**src/verilog/cdb_pkg.sv**
```systemverilog
// Package for the compare/decrement branch execution block.
// Assumes a single core clock and one instruction started per request.
package cdb_pkg;
    localparam logic [7:0] CDB_OP_CMP_IND = 8'hb6; // low bit selects R0/R1
    localparam logic [7:0] CDB_OP_CMP_IND_MASK = 8'hfe;
    localparam logic [7:0] CDB_OP_DEC_REG = 8'hd8; // low three bits select R0..R7
    localparam logic [7:0] CDB_OP_DEC_REG_MASK = 8'hf8;
    localparam logic [7:0] CDB_OP_DEC_MEM = 8'hd5;
    localparam logic [15:0] CDB_LEN_TWO = 16'h0002;
    localparam logic [15:0] CDB_LEN_THREE = 16'h0003;
    localparam logic [1:0] CDB_CYCLES = 2'h2;
    localparam logic [15:0] CDB_PC_RESET = 16'h0000;
    localparam logic [2:0] CDB_REG_SEL_POS = 3'h0;
    typedef enum logic [1:0] {
        CDB_IDLE = 2'b00,
        CDB_EXEC = 2'b01
    } cdb_state_t;
endpackage

```
**src/verilog/cdb_target.sv**
```systemverilog
// Branch target adder: next PC plus signed displacement.
// Assumes the caller passes the instruction address; i_len steps the PC past the instruction here.
`timescale 1ns/10ps
module cdb_target
    import cdb_pkg::*;
(
    input wire logic [15:0] i_pc,
    input wire logic [15:0] i_len,
    input wire logic [7:0] i_disp,
    output logic [15:0] o_seq,
    output logic [15:0] o_taken
);
    always_comb begin
        o_seq = i_pc + i_len;
        o_taken = o_seq + {{8{i_disp[7]}}, i_disp}; // Signed offset [RQ6]
    end
endmodule

```
**src/verilog/cdb_exec.sv**
```systemverilog
// Execution unit for compare-indirect and decrement branch instructions.
// Assumes decode supplies the three instruction bytes and operand values.
`timescale 1ns/10ps
// Contract
// (RQ1) Compare-indirect is three bytes, two cycles, PC+3 then branch if @Ri differs.
// (RQ2) Compare-indirect sets carry when @Ri is below the immediate, else clears it.
// (RQ3) Byte two is the immediate and byte three the displacement.
// (RQ4) Decrement-register is two bytes, two cycles, PC+2, Rn-1, branch if nonzero.
// (RQ5) Decrement-memory is three bytes, PC+3, decrement direct byte, branch if nonzero.
// (RQ6) The displacement is signed and added to the already advanced PC.
module cdb_exec
    import cdb_pkg::*;
(
    input wire logic i_clk,
    input wire logic i_reset,
    input wire logic i_start,
    input wire logic [7:0] i_opcode,
    input wire logic [7:0] i_byte2,
    input wire logic [7:0] i_byte3,
    input wire logic [15:0] i_pc,
    input wire logic [7:0] i_operand,
    output logic o_busy,
    output logic o_done,
    output logic o_illegal,
    output logic [15:0] o_pc,
    output logic o_pc_we,
    output logic o_carry,
    output logic o_carry_we,
    output logic [2:0] o_reg_sel,
    output logic [7:0] o_wr_addr,
    output logic [7:0] o_wr_data,
    output logic o_reg_we,
    output logic o_mem_we
);
    cdb_state_t state_reg, state_next;
    logic busy_reg, busy_next;
    // Decoded flags, so execute never sees the raw opcode
    logic cmp_reg, cmp_next;
    logic dreg_reg, dreg_next;
    logic dmem_reg, dmem_next;
    logic [7:0] b2_reg, b2_next;
    logic [7:0] b3_reg, b3_next;
    logic [15:0] pcin_reg, pcin_next;
    logic done_reg, done_next;
    logic ill_reg, ill_next;
    logic [15:0] pc_reg, pc_next;
    logic pcwe_reg, pcwe_next;
    logic c_reg, c_next;
    logic cwe_reg, cwe_next;
    logic [2:0] sel_reg, sel_next;
    logic [7:0] wa_reg, wa_next;
    logic [7:0] wd_reg, wd_next;
    logic rwe_reg, rwe_next;
    logic mwe_reg, mwe_next;
    logic is_cmp, is_dreg, is_dmem;
    logic [15:0] len;
    logic [7:0] disp;
    logic [7:0] dec;
    logic [15:0] seq_pc, taken_pc;

    // Refuse package values the datapath cannot serve
    if (CDB_CYCLES != 2'h2) begin : g_cycles_check
        $error("execution sequencer retires in exactly two cycles");
    end
    if (CDB_LEN_TWO >= CDB_LEN_THREE) begin : g_len_check
        $error("two-byte length must be below three-byte length");
    end
    if ((CDB_OP_CMP_IND & ~CDB_OP_CMP_IND_MASK) != 8'h00) begin : g_cmp_check
        $error("compare opcode has bits inside its register field");
    end
    if ((CDB_OP_DEC_REG & ~CDB_OP_DEC_REG_MASK) != 8'h00) begin : g_dreg_check
        $error("decrement opcode has bits inside its register field");
    end
    if ((CDB_OP_DEC_MEM & CDB_OP_DEC_REG_MASK) == CDB_OP_DEC_REG) begin : g_dmem_check
        $error("memory decrement opcode overlaps register decrement");
    end
    if (CDB_REG_SEL_POS > 3'h5) begin : g_sel_check
        $error("register field does not fit in the opcode");
    end

    // Decode on the incoming byte, registered at take
    always_comb begin
        is_cmp = (i_opcode & CDB_OP_CMP_IND_MASK) == CDB_OP_CMP_IND;
        is_dreg = (i_opcode & CDB_OP_DEC_REG_MASK) == CDB_OP_DEC_REG;
        is_dmem = i_opcode == CDB_OP_DEC_MEM;
        len = dreg_reg ? CDB_LEN_TWO : CDB_LEN_THREE; // [RQ1] [RQ4] [RQ5]
        disp = dreg_reg ? b2_reg : b3_reg; // [RQ3]
        dec = i_operand - 8'h01;
    end

    cdb_target cdb_target_inst (
        .i_pc(pcin_reg),
        .i_len(len),
        .i_disp(disp),
        .o_seq(seq_pc),
        .o_taken(taken_pc)
    );

    always_comb begin
        state_next = state_reg;
        busy_next = busy_reg;
        cmp_next = cmp_reg;
        dreg_next = dreg_reg;
        dmem_next = dmem_reg;
        b2_next = b2_reg;
        b3_next = b3_reg;
        pcin_next = pcin_reg;
        done_next = 1'b0;
        ill_next = 1'b0;
        pc_next = pc_reg;
        pcwe_next = 1'b0;
        c_next = c_reg;
        cwe_next = 1'b0;
        sel_next = sel_reg;
        wa_next = wa_reg;
        wd_next = wd_reg;
        rwe_next = 1'b0;
        mwe_next = 1'b0;
        unique case (state_reg)
            CDB_IDLE: begin
                if (i_start) begin
                    busy_next = 1'b1;
                    cmp_next = is_cmp;
                    dreg_next = is_dreg;
                    dmem_next = is_dmem;
                    b2_next = i_byte2;
                    b3_next = i_byte3;
                    pcin_next = i_pc;
                    // Operand select is issued in cycle one so it returns in cycle two
                    if (is_cmp) begin
                        sel_next = {2'h0, i_opcode[CDB_REG_SEL_POS]};
                    end else begin
                        sel_next = i_opcode[CDB_REG_SEL_POS +: 3]; // [RQ4]
                    end
                    wa_next = i_byte2;
                    state_next = CDB_EXEC;
                end
            end
            CDB_EXEC: begin
                // Second machine cycle: retire in two cycles total
                state_next = CDB_IDLE;
                busy_next = 1'b0;
                done_next = 1'b1;
                if (cmp_reg) begin
                    pcwe_next = 1'b1;
                    pc_next = (i_operand != b2_reg) ? taken_pc : seq_pc; // [RQ1] [RQ3]
                    cwe_next = 1'b1;
                    c_next = i_operand < b2_reg; // Unsigned compare [RQ2]
                end else if (dreg_reg || dmem_reg) begin
                    pcwe_next = 1'b1;
                    pc_next = (dec != 8'h00) ? taken_pc : seq_pc; // [RQ4] [RQ5] [RQ6]
                    wd_next = dec;
                    rwe_next = dreg_reg; // [RQ4]
                    mwe_next = dmem_reg; // [RQ5]
                end else begin
                    // Foreign opcodes leave PC and flags alone
                    ill_next = 1'b1;
                end
            end
            default: begin
                state_next = CDB_IDLE;
                busy_next = 1'b0;
            end
        endcase
    end

    always_ff @(posedge i_clk) begin
        if (i_reset) begin
            state_reg <= CDB_IDLE;
            busy_reg <= 1'b0;
            cmp_reg <= 1'b0;
            dreg_reg <= 1'b0;
            dmem_reg <= 1'b0;
            b2_reg <= 8'h00;
            b3_reg <= 8'h00;
            pcin_reg <= CDB_PC_RESET;
            done_reg <= 1'b0;
            ill_reg <= 1'b0;
            pc_reg <= CDB_PC_RESET;
            pcwe_reg <= 1'b0;
            c_reg <= 1'b0;
            cwe_reg <= 1'b0;
            sel_reg <= 3'h0;
            wa_reg <= 8'h00;
            wd_reg <= 8'h00;
            rwe_reg <= 1'b0;
            mwe_reg <= 1'b0;
        end else begin
            state_reg <= state_next;
            busy_reg <= busy_next;
            cmp_reg <= cmp_next;
            dreg_reg <= dreg_next;
            dmem_reg <= dmem_next;
            b2_reg <= b2_next;
            b3_reg <= b3_next;
            pcin_reg <= pcin_next;
            done_reg <= done_next;
            ill_reg <= ill_next;
            pc_reg <= pc_next;
            pcwe_reg <= pcwe_next;
            c_reg <= c_next;
            cwe_reg <= cwe_next;
            sel_reg <= sel_next;
            wa_reg <= wa_next;
            wd_reg <= wd_next;
            rwe_reg <= rwe_next;
            mwe_reg <= mwe_next;
        end
    end

    always_comb begin
        o_busy = busy_reg;
        o_done = done_reg;
        o_illegal = ill_reg;
        o_pc = pc_reg;
        o_pc_we = pcwe_reg;
        o_carry = c_reg;
        o_carry_we = cwe_reg;
        o_reg_sel = sel_reg;
        o_wr_addr = wa_reg;
        o_wr_data = wd_reg;
        o_reg_we = rwe_reg;
        o_mem_we = mwe_reg;
    end
endmodule

```
**config.mk**
```make
export PLATFORM = sky130hd
export DESIGN_NAME = cdb_exec
export DESIGN_NICKNAME = d
export VERILOG_FILES = /design/src/verilog/cdb_pkg.sv /design/src/verilog/cdb_target.sv /design/src/verilog/cdb_exec.sv
export SDC_FILE = /design/constraint.sdc
export NUM_CORES = 1
export LEC_CHECK = 0
export ABC_AREA = 1
export BUFFER_PORTS_ARGS = -buffer_cell sky130_fd_sc_hd__buf_2
export CORE_AREA = 2 2 97 99
export CTS_BUF_LIST = sky130_fd_sc_hd__clkbuf_2 sky130_fd_sc_hd__clkbuf_4 sky130_fd_sc_hd__clkbuf_8
export CTS_CLUSTER_DIAMETER = 80
export DETAILED_ROUTE_END_ITERATION = 6
export DIE_AREA = 0 0 99 101
export PLACE_DENSITY = 0.75
export SYNTH_ARGS = -nofsm -noshare
export SYNTH_HDL_FRONTEND = slang
export SYNTH_SLANG_ARGS = --single-unit
```
**constraint.sdc**
```tcl
create_clock -name i_clk -period 3.1 [get_ports i_clk]
set_clock_uncertainty 0.05 [all_clocks]
set_input_delay 0.62 -clock i_clk [delete_from_list [all_inputs] [get_ports i_clk]]
set_output_delay 0.62 -clock i_clk [all_outputs]
set_load 0.1 [all_outputs]
```
======== Word level (Yosys, flattened, before mapping) ========
Index checks and enable logic that the tools add are counted.
W data, S select, Z words.
storage, ports and cells
  output and inout port bits .............. 43
  bits of input ports ..................... 51
  flip-flop bits (word level) ............. 70
  logic and storage cells ................. 53
operators by class
  mux-type cells .......................... 12
  add/subtract/negate cells ............... 3
  bitwise gates (word level) .............. 4
  order comparisons ....................... 1
  equality and inequality tests ........... 4
  reduce and logical (&&, ||, !) cells .... 12
operators with widths
  operator               count
  $mux W16               4
  $add A16 B16 Y16       1
  $add A16 B2 Y16        1
  $eq A8 B8 Y1 const B   1
  $lt A8 B8 Y1           1
  $mux W8                1
  $ne A8 B8 Y1           1
  $reduce_bool A8 Y1     1
  $sub A8 B1 Y8 const B  1
  $eq A7 B7 Y1 const B   1
  $mux W1                6
  $reduce_and A2 Y1      3
  $eq A5 B5 Y1 const B   1
  $not A1 Y1             4
  $reduce_or A2 Y1       2
  $reduce_or A4 Y1       1
  $mux W3                1
  $reduce_and A3 Y1      1
  $reduce_or A3 Y1       1
  $logic_not A2 Y1       1
  $reduce_bool A2 Y1     1
  $logic_or A1 B1 Y1     1

======== Longest topological paths before layout ========
  depth in word-level cells ............... 6
  gate-level depth with buffers ........... 23
  depth with buffers taken out ............ 22

======== Hierarchy ========
From an unflattened synthesis, not the netlist that was laid out.
unflattened totals
  cell total of the unflattened synthesis .. 791
  area total of the unflattened synthesis .. 5226.3 µm²
by module, submodules not included
  module      area an instance (µm²)  times used  cells an instance  seq. area each (µm²)
  cdb_exec    3649.8                  1           528                1401.3
  cdb_target  1576.5                  1           263                0.0

======== Worst setup path before layout ========
No wires, ideal clock.
  path kind ............................... register to register
  start ................................... register dreg_reg
  end ..................................... register pc_reg[15], in the netlist o_pc[15]
  clock period less this slack ............ 3.206 ns
  cell stages (with the launch flop) ...... 23
  buffers on the path ..................... 1
  library setup time ...................... 0.109 ns
  arrival ................................. 3.047 ns
  required time ........................... 2.941 ns
  slack ................................... -0.106 ns
  path through ............................ dfxtp_1 inv_1 clkbuf_1 ha_1 inv_1 ha_1 nor3_4 nand2_1 nor3_2 nand2_1 xor2_1 inv_1 ha_1 nand2_1 nor3_1 and2_1 nand2_1 nand2_1 nand2_1 nand3_1 nand3_1 nand2_1 inv_1
between the ends
  word-level cells in the longest chain between the ends .. 6
  elaborated cells between the ends (all ways) .. 11
  classes of those cells .................. add/sub (2); mux (6); reduce/logical (3)
RTL lines
  what                    RTL line          text
  start, declared         cdb_exec.sv:39    logic dreg_reg, dreg_next;
  start signal, assigned  cdb_exec.sv:192   dreg_reg <= dreg_next;
  $mux W1                 cdb_exec.sv:86    len = dreg_reg ? CDB_LEN_TWO : CDB_LEN_THREE;
  $add A16 B2 Y16         cdb_target.sv:14  o_seq = i_pc + i_len;
  $add A16 B16 Y16        cdb_target.sv:15  o_taken = o_seq + {{8{i_disp[7]}}, i_disp};
  $mux W16                cdb_exec.sv:151   pc_next = (dec != 8'h00) ? taken_pc : seq_pc;
  $mux W16                cdb_exec.sv:149   end else if (dreg_reg || dmem_reg) begin
  $mux W16                cdb_exec.sv:144   if (cmp_reg) begin
  end signal, assigned    cdb_exec.sv:199   pc_reg <= pc_next;
  end, declared           cdb_exec.sv:46    logic [15:0] pc_reg, pc_next;
Several ways; a longest one is shown, not always the timed one. The select of a mux whose other input is x is not followed.
A chain may end at the register's enable or synchronous reset.

======== Worst setup path after layout ========
  start ................................... register dreg_reg
  end ..................................... register pc_reg[14], in the netlist o_pc[14]
Same word-level chain as after synthesis.

==> out/metrics.cfg <==
[yosys]
ys_types = 43
syn_nets = 711
ys_seq_area_share_pct = 32.2
yosysWarnings = 0
syn_avg_cell_area_um2 = 6.90
synth_top_area_cell = dfxtp_1
synth_top_area_share_pct = 32.2
synth.area.top_cells = dfxtp_1 (32%), nand2_1 (8.9%), ha_1 (8.3%)
netlist_instances = 630
ys_ff_latch = 70
synth_area_um2 = 4350

[timing]
max_freq_ghz = 0.337
slew_viol_final = 0
tightest_slew_ns = 0.785
final_hold_viol_count = 0
setup_viol = 0
tns_ns = 0
rsz0062_at_grt = yes
setup_slack_ns = 0.130
period_minus_slack_ns = 2.97
period_share_pct = 95.8
slew_headroom_pct = 47.5

[placement]
dp.cells = 826
dp_hpwl_mm = 9.24
port_buffers = 93
pre_cts_ws_ns = -0.0878
globalplace.congestion = 0.875

[setup_path]
critPathBufInv = 5
worst-setup-path-type = reg2reg
worstPathRequired_ns = 3.32
crit_path_end_kind = register
reg2reg_slack_ns = 0.13
path_cells = inv_2 > ha_4 > inv_2 > ha_4 > nor3_4 > nand2_2 > nor3_4 > nand2_2 > xor2_4 > inv_2 > ha_4 > inv_1 > nor3_4 > nand3_2 > nand2_1 > nand2_1 > nand3_1 > nand3_1 > nand2_1 > inv_1
crit_fanout = 4
arrival_ns = 3.19
start_kind = register
crit_slowest_cell = dfxtp_2
path_delay_family = simple AND/OR/NAND/NOR gates
slowest_delay_ns = 0.34

[clock_network]
clock_latency_ns = 0.36
numCtsBuffers = 9
numClockSinks = 70
htreeDepth = 3
path_clk_slew_ns = 0.10
clockBufferDepth = 2
cts_root_buf = clkbuf_8
cts_tree = yes

[floorplan]
start_util_pct = 48.4
rows = 35
core_um2 = 8980
die_area_um2 = 10000
die_width_um = 99
die_h_um = 101
num_io_pins = 94

[finish]
diodes = 0
layout-drive-gt1-share_pct = 25.9
ff_latch_area_um2 = 1400
final_common_cell = nand2_1
nets = 811
final_cell_mix = nand2_1 (99), buf_2 (93), inv_1 (80), dfxtp_1 (68), nor2_1 (66)
fin_util_pct = 60.3
nFillCells = 819
finalNonFillerCells = 846
area_growth_pct = 24.5
multiInputGateArea_um2 = 2750

[grt]
grt_pass1_wl_mm = 18.8
grt_use_total_pct = 23.5
grt_overflow = 0
grt_pass1_vias = 4004
antenna_found_initial = 0
grt_max_degree = 41

[run]
maxCapViolations = 0

[routing]
wl_mm = 11.8
met3_length_um = 785
drc = 0
first_pass_iters = 5
avgRoutedWirePerCell_um = 13.9
dr_wl_met2_mm = 5.32
top_layer_used = met4
routed_via_density = 5.23
vias = 4422
wl_met1_mm = 5.48
ant_nets = 0
drtIter0Drc = 177

[pwr]
p_leak_uw = 0.00269
ir_drop_uv = 263
cellPowerDensity_nw_per_um2 = 476

[run_status]
status = finished clean

[hold_path]
hp-class = reg2reg

## cell families after synthesis
family / after synthesis / synth area share, %
and+or+nand+nor: 244 / 25.0
AOI/OAI and AO/OA: 155 / 19.7
buffers and inverters: 109 / 9.64
DFF: 70 / 32.2
adders and majority gates: 30 / 8.81
xor gates and xnor gates: 22 / 4.60
## synthesized netlist by cell type (all sizes together)
cell type,number
or2,2
buf,4
inv,87
dfxtp,70
clkbuf,16
nand3b,1
o211ai,4
clkinv,2
ha,29
nand3,35
xnor2,6
a21oi,72
and3,1
a31oi,5
nand4,6
o21ai,66
nor2,76
and2,2
a41oi,1
fa,1
xor2,16
nor3,13
a211oi,3
nand2,107
nor3b,1
a221oi,2
o31ai,2
## report_power, final
| part | total (µW) | internal [µW] | switching [µW] |
|---|---|---|---|
| clock | 755 | 321 | 434 |
| sequential | 991 | 951 | 39.9 |
| combinational | 831 | 249 | 582 |
| total | 2580 | 1520 | 1060 |
## worst reg2reg max path, delay by kind of cell, from the launching register on
family / cells / cell delay, ns
flops: 1 / 0.34
xor+xnor: 1 / 0.20
buf+inv: 5 / 0.33
simple gates: 11 / 1.37
fa+ha+maj: 3 / 0.60
## area by class of cell
type	instances	area share, %
Clock inverter	7	1.41
Tap cell	111	2.57
Timing Repair Buffer	109	10.8
Sequential cell	70	25.9
Clock buffer	9	2.29
Multi-Input combinational cell	451	50.8
Inverter	89	6.17
## per-stage QoR
step	total power (µW)	hold WS [ns]	instance area, µm²
2_1_floorplan	1590	0.381	4350
3_3_place_gp	1760	0.392	4960
3_5_place_dp	1770	0.397	4960
4_1_cts	2530	0.409	5180
5_1_grt	2720	0.422	5410
6_report	2580	0.410	5410
## layer usage
| metal | global-route usage (%) | vias to the layer above |
|---|---|---|
| li1 | - | 2279 |
| met1 | 32.7 | 1990 |
| met2 | 37.4 | 136 |
| met3 | 4.23 | 17 |
| met4 | 6.74 | 0 |
| met5 | 0 | - |
## what timing repair did
item                                    4_1_cts  5_1_grt
endpoints found under the hold margin         0        0
buffers inserted                              0        4
pin swaps                                     0       13
hold buffers                                  0        0
endpoints found under the setup margin        3        7
cloned                                        0        0
gates resized for setup                       4       43
## path summary, 6_finish.rpt
check,startpoint,endpoint,depth (start not counted)
worst max-delay path,dreg_reg,o_pc[14],20
worst min-delay path,b3_reg[5],b3_reg[5],2
worst max register to register,dreg_reg,o_pc[14],20
worst min register to register,b3_reg[5],b3_reg[5],2
Note: power is estimated with default switching activity, not from simulation.
